==> src/esb_consts.svh <==
`ifndef ESB_CONSTS_SVH
`define ESB_CONSTS_SVH
// register offsets
`define ESB_OFS_TX_SI_ALIGN 8'h42
`define ESB_OFS_TX_SI_NONALIGN 8'h43
`define ESB_OFS_TX_RALARM 8'h44
`define ESB_OFS_TX_SA4 8'h45
`define ESB_OFS_TX_SA5 8'h46
`define ESB_OFS_TX_SA6 8'h47
`define ESB_OFS_TX_SA7 8'h48
`define ESB_OFS_TX_SA8 8'h49
`define ESB_OFS_TX_CTRL 8'h4a
`define ESB_OFS_RX_SA6 8'h5d
`define ESB_OFS_RX_SA7 8'h5e
`define ESB_OFS_RX_SA8 8'h5f
// insertion control fields
`define ESB_CTRL_SA8 0
`define ESB_CTRL_SA4 4
`define ESB_CTRL_RA 5
`define ESB_CTRL_INTL_NONALIGN_INSERT_EN 6
`define ESB_CTRL_INTL_ALIGN_INSERT_EN 7
// reset value of all registers
`define ESB_REG_RESET 8'h00
// host service window per multiframe
`define ESB_SERVICE_MS 2
`endif

==> src/esb_pkg.sv <==
package esb_pkg;
    typedef logic [7:0] esb_byte_t;
    // national spare bits of one odd frame, index 0 = sa4
    typedef logic [4:0] esb_spare_t;
endpackage

==> src/esb_spare_bits.sv <==
// Behaviour
// RULE_01 - capture received sa6 of odd frames 1..15, frame 1 at bit 7
// RULE_02 - capture received sa7 of odd frames 1..15, frame 1 at bit 7
// RULE_03 - capture received sa8 of odd frames 1..15, frame 1 at bit 7
// RULE_04 - writable si byte for align frames 0..14, frame 0 at bit 7
// RULE_05 - writable si byte for non-align frames 1..15, frame 1 at bit 7
// RULE_06 - writable remote-alarm byte for odd frames, frame 1 at bit 7
// RULE_07 - five writable sa4..sa8 bytes for odd frames, frame 1 at bit 7
// RULE_08 - control bits 0..4 enable sa8..sa4 insertion from their bytes
// RULE_09 - control bit 5 enables remote-alarm byte insertion
// RULE_10 - control bit 6 enables non-align si byte insertion
// RULE_11 - control bit 7 enables align si byte insertion
// RULE_12 - all transmit bytes and control reset to zero
// RULE_13 - capture bytes refresh once per multiframe; host reads within 2ms
// RULE_14 - receive multiframe flag pulses at each multiframe boundary
// RULE_15 - transmit bytes sampled at transmit multiframe flag
// RULE_16 - msb of each byte is the first bit of the multiframe
// RULE_17 - disabled positions carry the framer default source value
`timescale 1ns/10ps
`include "esb_consts.svh"
module esb_spare_bits (
    input wire logic ref_clk_in,
    input wire logic reset_n_in,
    // control port
    input wire logic [7:0] reg_addr_in,
    input wire logic reg_wr_in,
    input wire logic [7:0] reg_wdata_in,
    output logic [7:0] reg_rdata_out,
    // receive frame timing, from the framer on this clock
    input wire logic rx_frame_strobe_in,
    input wire logic [3:0] rx_frame_num_in,
    input wire logic [4:0] rx_spare_in,
    output logic rx_multiframe_flag_out,
    // transmit frame timing, from the framer on this clock
    input wire logic tx_frame_strobe_in,
    input wire logic [3:0] tx_frame_num_in,
    input wire logic tx_si_dflt_in,
    input wire logic tx_ra_dflt_in,
    input wire logic [4:0] tx_spare_dflt_in,
    output logic tx_multiframe_flag_out,
    output logic tx_si_out,
    output logic tx_ra_out,
    output logic [4:0] tx_spare_out
);
    // ********************************
    // reset release
    // ********************************
    logic rst_meta_q;
    logic rst_n_q;
    // two stages so release is clean against the clock
    always_ff @(posedge ref_clk_in or negedge reset_n_in) begin
        if (!reset_n_in) begin
            rst_meta_q <= 1'b0;
            rst_n_q <= 1'b0;
        end else begin
            rst_meta_q <= 1'b1;
            rst_n_q <= rst_meta_q;
        end
    end

    // ********************************
    // helpers
    // ********************************
    // bit position of a frame in a byte: frame 0/1 -> 7, frame 14/15 -> 0
    function automatic logic [2:0] esb_pos(input logic [3:0] frame);
        esb_pos = 3'h7 - frame[3:1];
    endfunction

    // ********************************
    // register file
    // ********************************
    esb_pkg::esb_byte_t tx_intl_align_bits_q;
    esb_pkg::esb_byte_t tx_intl_nonalign_bits_q;
    esb_pkg::esb_byte_t tx_remote_alarm_bits_q;
    esb_pkg::esb_byte_t tx_spare_bits_q [5];
    esb_pkg::esb_byte_t tx_spare_insert_ctrl_q;
    esb_pkg::esb_byte_t rx_spare_bits_q [3];
    logic [7:0] tx_spare_idx;
    assign tx_spare_idx = reg_addr_in - `ESB_OFS_TX_SA4;

    // RULE_04 RULE_05 RULE_06 host writes
    // RULE_07 RULE_12 spare bytes, zero reset
    always_ff @(posedge ref_clk_in or negedge rst_n_q) begin
        if (!rst_n_q) begin
            tx_intl_align_bits_q <= `ESB_REG_RESET;
            tx_intl_nonalign_bits_q <= `ESB_REG_RESET;
            tx_remote_alarm_bits_q <= `ESB_REG_RESET;
            tx_spare_insert_ctrl_q <= `ESB_REG_RESET;
            for (int i = 0; i < 5; i++) begin
                tx_spare_bits_q[i] <= `ESB_REG_RESET;
            end
        end else if (reg_wr_in) begin
            case (reg_addr_in)
                `ESB_OFS_TX_SI_ALIGN: tx_intl_align_bits_q <= reg_wdata_in;
                `ESB_OFS_TX_SI_NONALIGN: begin
                    tx_intl_nonalign_bits_q <= reg_wdata_in;
                end
                `ESB_OFS_TX_RALARM: tx_remote_alarm_bits_q <= reg_wdata_in;
                `ESB_OFS_TX_CTRL: tx_spare_insert_ctrl_q <= reg_wdata_in;
                default: begin
                    if (reg_addr_in >= `ESB_OFS_TX_SA4 &&
                        reg_addr_in <= `ESB_OFS_TX_SA8) begin
                        tx_spare_bits_q[tx_spare_idx[2:0]] <= reg_wdata_in;
                    end
                end
            endcase
        end
    end

    // read mux; unmapped offsets read zero
    always_comb begin
        case (reg_addr_in)
            `ESB_OFS_TX_SI_ALIGN: reg_rdata_out = tx_intl_align_bits_q;
            `ESB_OFS_TX_SI_NONALIGN: reg_rdata_out = tx_intl_nonalign_bits_q;
            `ESB_OFS_TX_RALARM: reg_rdata_out = tx_remote_alarm_bits_q;
            `ESB_OFS_TX_SA4: reg_rdata_out = tx_spare_bits_q[0];
            `ESB_OFS_TX_SA5: reg_rdata_out = tx_spare_bits_q[1];
            `ESB_OFS_TX_SA6: reg_rdata_out = tx_spare_bits_q[2];
            `ESB_OFS_TX_SA7: reg_rdata_out = tx_spare_bits_q[3];
            `ESB_OFS_TX_SA8: reg_rdata_out = tx_spare_bits_q[4];
            `ESB_OFS_TX_CTRL: reg_rdata_out = tx_spare_insert_ctrl_q;
            `ESB_OFS_RX_SA6: reg_rdata_out = rx_spare_bits_q[0];
            `ESB_OFS_RX_SA7: reg_rdata_out = rx_spare_bits_q[1];
            `ESB_OFS_RX_SA8: reg_rdata_out = rx_spare_bits_q[2];
            default: reg_rdata_out = 8'h00;
        endcase
    end

    // ********************************
    // receive capture
    // ********************************
    esb_pkg::esb_byte_t rx_shadow_q [3];
    logic rx_last;
    logic rx_odd;
    assign rx_odd = rx_frame_num_in[0];
    assign rx_last = rx_frame_strobe_in && (rx_frame_num_in == 4'hf);

    // RULE_01 RULE_02 RULE_03 collect odd frames
    // RULE_16 first frame lands in msb
    always_ff @(posedge ref_clk_in or negedge rst_n_q) begin
        if (!rst_n_q) begin
            for (int i = 0; i < 3; i++) begin
                rx_shadow_q[i] <= 8'h00;
            end
        end else if (rx_frame_strobe_in && rx_odd) begin
            for (int i = 0; i < 3; i++) begin
                rx_shadow_q[i][esb_pos(rx_frame_num_in)] <= rx_spare_in[i + 2];
            end
        end
    end

    // RULE_13 refresh once per multiframe, frame 15 joined in directly
    always_ff @(posedge ref_clk_in or negedge rst_n_q) begin
        if (!rst_n_q) begin
            for (int i = 0; i < 3; i++) begin
                rx_spare_bits_q[i] <= `ESB_REG_RESET;
            end
        end else if (rx_last) begin
            for (int i = 0; i < 3; i++) begin
                rx_spare_bits_q[i] <= {rx_shadow_q[i][7:1], rx_spare_in[i + 2]};
            end
        end
    end

    // RULE_14 boundary flag, one cycle
    always_ff @(posedge ref_clk_in or negedge rst_n_q) begin
        if (!rst_n_q) begin
            rx_multiframe_flag_out <= 1'b0;
        end else begin
            rx_multiframe_flag_out <= rx_last;
        end
    end

    // ********************************
    // transmit insertion
    // ********************************
    // working copies, so host writes mid multiframe do not tear a message
    esb_pkg::esb_byte_t tx_work_q [8];
    esb_pkg::esb_byte_t tx_work_ctrl_q;
    logic tx_first;
    assign tx_first = tx_frame_strobe_in && (tx_frame_num_in == 4'h0);

    // RULE_15 sample at the start of each multiframe
    always_ff @(posedge ref_clk_in or negedge rst_n_q) begin
        if (!rst_n_q) begin
            tx_work_ctrl_q <= `ESB_REG_RESET;
            for (int i = 0; i < 8; i++) begin
                tx_work_q[i] <= `ESB_REG_RESET;
            end
        end else if (tx_first) begin
            tx_work_ctrl_q <= tx_spare_insert_ctrl_q;
            tx_work_q[0] <= tx_intl_align_bits_q;
            tx_work_q[1] <= tx_intl_nonalign_bits_q;
            tx_work_q[2] <= tx_remote_alarm_bits_q;
            for (int i = 0; i < 5; i++) begin
                tx_work_q[i + 3] <= tx_spare_bits_q[i];
            end
        end
    end

    // RULE_15 flag marks the sample instant
    always_ff @(posedge ref_clk_in or negedge rst_n_q) begin
        if (!rst_n_q) begin
            tx_multiframe_flag_out <= 1'b0;
        end else begin
            tx_multiframe_flag_out <= tx_first;
        end
    end

    // the sample of frame 0 only lands next cycle, so frame 0 uses live regs
    logic [2:0] tx_pos;
    logic tx_odd;
    esb_pkg::esb_byte_t tx_ctrl;
    esb_pkg::esb_byte_t tx_b [8];
    assign tx_pos = esb_pos(tx_frame_num_in);
    assign tx_odd = tx_frame_num_in[0];
    always_comb begin
        tx_ctrl = tx_first ? tx_spare_insert_ctrl_q : tx_work_ctrl_q;
        tx_b[0] = tx_first ? tx_intl_align_bits_q : tx_work_q[0];
        for (int i = 1; i < 8; i++) begin
            tx_b[i] = tx_work_q[i];
        end
    end

    // RULE_11 RULE_10 si select per frame parity
    // RULE_09 RULE_08 remote alarm and spare select
    // RULE_17 default source when disabled
    always_ff @(posedge ref_clk_in or negedge rst_n_q) begin
        if (!rst_n_q) begin
            tx_si_out <= 1'b0;
            tx_ra_out <= 1'b0;
            tx_spare_out <= 5'h00;
        end else if (tx_frame_strobe_in) begin
            if (!tx_odd) begin
                tx_si_out <= tx_ctrl[`ESB_CTRL_INTL_ALIGN_INSERT_EN] ? tx_b[0][tx_pos]
                                                     : tx_si_dflt_in;
                tx_ra_out <= tx_ra_dflt_in;
                tx_spare_out <= tx_spare_dflt_in;
            end else begin
                tx_si_out <= tx_ctrl[`ESB_CTRL_INTL_NONALIGN_INSERT_EN] ? tx_b[1][tx_pos]
                                                      : tx_si_dflt_in;
                tx_ra_out <= tx_ctrl[`ESB_CTRL_RA] ? tx_b[2][tx_pos]
                                                   : tx_ra_dflt_in;
                for (int i = 0; i < 5; i++) begin
                    tx_spare_out[i] <= tx_ctrl[`ESB_CTRL_SA4 - i] ?
                        tx_b[i + 3][tx_pos] : tx_spare_dflt_in[i];
                end
            end
        end
    end

    // RULE_16 frame 1 reference, kept apart from the shadow bytes
    logic rx_f1_sa6_q;
    always_ff @(posedge ref_clk_in or negedge rst_n_q) begin
        if (!rst_n_q) begin
            rx_f1_sa6_q <= 1'b0;
        end else if (rx_frame_strobe_in && rx_frame_num_in == 4'h1) begin
            rx_f1_sa6_q <= rx_spare_in[2];
        end
    end
endmodule

==> config.mk <==
export PLATFORM = sky130hd
export DESIGN_NAME = esb_spare_bits
export DESIGN_NICKNAME = d
export VERILOG_FILES = /design/src/esb_pkg.sv /design/src/esb_spare_bits.sv
export VERILOG_INCLUDE_DIRS = /design/src
export SDC_FILE = /design/constraint.sdc
export NUM_CORES = 1
export LEC_CHECK = 0
export BUFFER_PORTS_ARGS = -buffer_cell sky130_fd_sc_hd__buf_2
export CAP_MARGIN = 10
export CORE_ASPECT_RATIO = 2
export CORE_UTILIZATION = 36
export CTS_CLUSTER_DIAMETER = 200
export CTS_CLUSTER_SIZE = 28
export DETAILED_ROUTE_END_ITERATION = 7
export GPL_TIMING_DRIVEN = 0
export SYNTH_ARGS = -nofsm -noshare
export SYNTH_HDL_FRONTEND = slang
export SYNTH_SLANG_ARGS = --single-unit
==> constraint.sdc <==
create_clock -name ref_clk_in -period 7.1 [get_ports ref_clk_in]
set_input_delay 2.13 -clock ref_clk_in [delete_from_list [all_inputs] [get_ports ref_clk_in]]
set_output_delay 2.13 -clock ref_clk_in [all_outputs]
set_load 0.005 [all_outputs]
Yosys cells after proc, flatten, opt, wreduce, memory -nomap -nowiden
Cells that the tools add are included.
{ "totals": {"out_inout_bits": 17, "inputBits": 41, "register_bits": 203, "wordCells": 107} }
{ "classes": {"n_reduce_logical": 13, "add_sub_neg": 3, "muxes": 38, "n_bitwise": 2, "n_eq_ne": 13, "order_cmp": 7} }
{ "op_table": {"columns": ["op", "count"], "rows": [
  ["8-bit by 7-bit == test with 1-bit output, second input constant", 12],
  ["8-bit case mux with 12 select lines", 1],
  ["40-bit bitwise mux", 1],
  ["1-bit binary-select mux with 3-bit select", 8],
  ["8-bit bitwise mux", 3],
  ["8-bit demux with 3-bit select", 1],
  ["8-bit two-way mux", 3],
  ["1-bit two-way mux", 19],
  ["8-bit by 7-bit >= comparator with 1-bit output, second input constant", 1],
  ["8-bit by 7-bit less-or-equal comparator with 1-bit output, second input constant", 1],
  ["3-bit by 4-bit < comparator with 1-bit output, second input constant", 2],
  ["2-bit AND reduction", 4],
  ["1-bit logical AND", 6],
  ["3-bit subtractor, first input constant", 2],
  ["5-bit two-way mux", 1],
  ["4-bit == test, second input constant", 1],
  ["4-bit >= comparator, second input constant", 1],
  ["4-bit logical NOT", 1],
  ["4-bit by 1-bit < comparator with 1-bit output, second input constant", 1],
  ["3-bit NOT with 4-bit output", 1],
  ["4-bit OR reduction", 1],
  ["1-bit demux with 3-bit select", 1],
  ["3-bit by 1-bit >= comparator with 1-bit output, second input constant", 1],
  ["3-bit AND reduction", 1],
  ["other kinds (2)", 2]
]} }

Depth between registers and ports, before layout
{ "depth": {"word_depth": 7, "mapped_depth": 9, "ltp_nobuf": 7} }

Worst setup path before layout
OpenSTA, ideal clock, no wires.
{ "synth_timing": {"kind": "in2out", "from": "input port reg_addr_in[0]", "to": "output port reg_rdata_out[7]", "arrival_ps": 3402, "required_time_ps": 4970, "slack_ps": 1568, "n_path_buf": 2, "path_stages": 8, "path_cell_list": "inv_1 > ha_1 > clkbuf_1 > clkbuf_1 > a222oi_1 > o32ai_1 > a31oi_1 > nand3_1"} }
{ "synth_via": {"elab_chain_len": 2, "elab_cells_between_ends": 13, "cone_classes": "eq/ne (12); mux (1)"} }
{ "synth_rtl": {"columns": ["item", "line", "source"], "rows": [
  ["start, declared", "esb_spare_bits.sv:25", "input wire logic [7:0] reg_addr_in,"],
  ["8-bit by 7-bit == test with 1-bit output", "esb_spare_bits.sv:112", "case (reg_addr_in)"],
  ["8-bit case mux with 12 select lines (*)", "esb_spare_bits.sv:112", null],
  ["end, declared", "esb_spare_bits.sv:28", "output logic [7:0] reg_rdata_out,"]
]} }
Every way passes the cells marked *; elsewhere a longest branch is shown, timed or not.

Worst setup path after layout
Ends and elaborated chain as after synthesis.

==> out/qor.yml <==
status:
  status: "completed"
global_routing:
  grt.overflow.total: 0
  grt_usage_pct: 21.4
  antenna_found_initial: 0
  first_global_vias: 6720
  grt_max_degree: 65
  grt_pass1_wl_mm: 40.1
clock_tree:
  postCtsHoldBufs: 0
  htreeDepth: 4
  clkSinkCount: 200
  cts_tree: "yes"
  cts_resized: 0
  insertion_delay_ns: 0.45
  clockBufferDepth: 2
  post-cts-setup-buffers: 0
  path_clk_slew_ns: 0.07
  numCtsBuffers: 17
  clockRootBuffer: "clkbuf_16"
sta:
  finalSetupViolations: 0
  timing.hold.ws_ns: 0.195
  relSlewSlack_pct: 43.7
  fin_skew_ns: 0.00784
  tightest_slew_ns: 0.844
  min_period_ns: 6.60
  finalCritPeriodShare_pct: 93.0
  slew_violations: 0
  grt_setup_unrepaired: "false"
  fmax_mhz: 152
  finalHoldViolCount: 0
routing:
  top_layer: "met4"
  met1Wirelength_mm: 9.29
  routed-via-count: 6425
  first_pass_iters: 5
  first_iter_violations: 444
  drc_errors: 0
  wl_met2_mm: 13.8
  vias_per_cell: 5.22
  wire_per_inst_um: 20.9
  detailroute.wirelength.met3_um: 834
  wl_mm: 25.8
  antenna_left: 0
logic_synthesis:
  netlist_instances: 815
  synth-seq-cells: 200
  yosysSeqAreaShare_pct: 55.2
  yosys_warnings: 0
  syn_nets: 861
  synth_ff_type: "dfrtp_1"
  ys_async_sr_fraction_pct: 100
  ys_types: 53
  synth_edf_count: 0
  avgSynthCellArea_um2: 11.1
  syn_area_um2: 9070
worst_setup_path:
  cp_cell_sequence: "buf_2, inv_1, ha_1, clkbuf_1, clkbuf_1, a222oi_1, o32ai_1, a31oi_1, nand3_1, buf_2"
  crit_buf_inv: 5
  path_depth: 10
  crit_fanout: 10
  worst_ep_arrival_time_ns: 4.47
  reg2reg_setup_slack_ns: 5.70
  path_class: "primary input to primary output"
  r2r_start: "tx_b[20]"
  cp.required_ns: 4.97
  rr_endpoint: "tx_spare_out[2]"
  crit_family: "buffers and inverters"
  timing.critical_path.to: "reg_rdata_out[7]"
  r2r_cells: 5
  slowest_stage: "a222oi_1"
  crit_start: "reg_addr_in[0]"
  cp-start-kind: "primary input"
  slowest_delay_ns: 0.58
  crit_path_end_kind: "primary output"
floorplan:
  die_h_um: 226
  core_um2: 24600
  placementRows: 81
  pin_count: 58
  initial_core_util_pct: 36.8
  die_x_um: 114
  die_area_um2: 25900
flow_run:
  drv_cap: 0
layout:
  seq_area_um2: 5010
  final_common_cell: "nand2_1"
  n_fill_cell: 2369
  final_cell_mix: "nand2_1, dfrtp_1, mux2_2"
  fin_nets: 933
  multiInputGateArea_um2: 3860
  final_core_util_pct: 42.2
  layout-drive-gt1-share_pct: 27.1
  antenna_cells: 0
  syn_to_final_growth_pct: 14.5
power_and_ir_drop:
  peakVddDrop_mv: 0.185
  leakage_nw: 5.06
  p_per_area_nw_per_um2: 238
place:
  hpwl_mm: 19.8
  gp_congestion: 0.954
  portBuffers: 50
hold_path:
  hp-class: "register to async pin"
cell usage after synthesis (10+ instances only):
cell type / count / share of area (%)
nand2_1: 232 / 9.6
dfrtp_1: 200 / 55
mux2_2: 146 / 18
clkbuf_1: 34 / 1.4
o22ai_1: 22 / 1.5
nor2_1: 16 / 0.66
a21oi_1: 15 / 0.83
a22oi_1: 12 / 0.99
nand3_1: 11 / 0.61
a222oi_1: 10 / 1.1
flip-flops by register name, indices dropped and copies added, names as in the netlist, 5 cells and up:
signal / count
tx_b: 56
tx_spare_bits_q: 40
rx_spare_bits_q: 24
rx_shadow_q: 21
tx_intl_align_bits_q: 8
tx_intl_nonalign_bits_q: 8
tx_remote_alarm_bits_q: 8
tx_spare_insert_ctrl_q: 8
tx_work_ctrl_q: 8
tx_work_q: 8
tx_spare_out: 5
logic make-up (layout without fill, tap and decap cells):
kind of cell    count (synthesis)  after routing  share of synthesized area (%)
flops                         200            200                           55.2
xor+xnor                        2              2                          0.193
simple gates                  306            306                           14.8
fa+ha+maj                       5              5                          0.690
mux                           154            154                           19.1
compound gates                 97             97                           7.79
other cells                     1              1                         0.0413
buf+inv                        50            135                           2.23
how the worst min path moves through the flow:
stage	cells past startpoint	to
after global placement	0	rst_n_q
after CTS	0	tx_b[41]
after floorplan	0	rst_n_q
after detailed placement	0	tx_spare_bits_q[16]
final	0	tx_spare_bits_q[25]
after global routing	0	tx_spare_bits_q[25]
cell type report:
class	instances	share of cell area, %
Timing Repair Buffer	53	3.20
Clock buffer	21	4.24
Buffer	43	1.70
Sequential cell	200	48.2
Multi-Input combinational cell	565	37.2
Tap cell	332	4.00
Inverter	7	0.253
Clock inverter	11	1.19
power breakdown:
part | leakage (nW) | internal (mW) | switching (mW)
combinational | 2.10 | 0.109 | 0.123
sequential | 2.69 | 1.23 | 0.0595
clock | 0.268 | 0.520 | 0.434
layer usage:
layer | vias to the layer above | track usage [%]
met2 | 171 | 38.3
met3 | 72 | 4.17
met5 | - | 0
met1 | 3164 | 22.0
met4 | 0 | 15.5
li1 | 3018 | -
stage by stage:
| stage | std cells | TNS, ns | total power, mW | setup WS (ns) | cell area, um^2 |
|---|---|---|---|---|---|
| after floorplan | 815 | 0 | 1.45 | 1.11 | 9070 |
| after global placement | 1197 | -227.65 | 1.53 | -1.18 | 9740 |
| after detailed placement | 1200 | 0 | 1.55 | 0.560 | 9820 |
| after CTS | 1232 | 0 | 2.50 | 0.550 | 10400 |
| after global routing | 1232 | 0 | 2.58 | 0.394 | 10400 |
| final | 1232 | 0 | 2.48 | 0.500 | 10400 |
(Power assumes the default switching activity.)
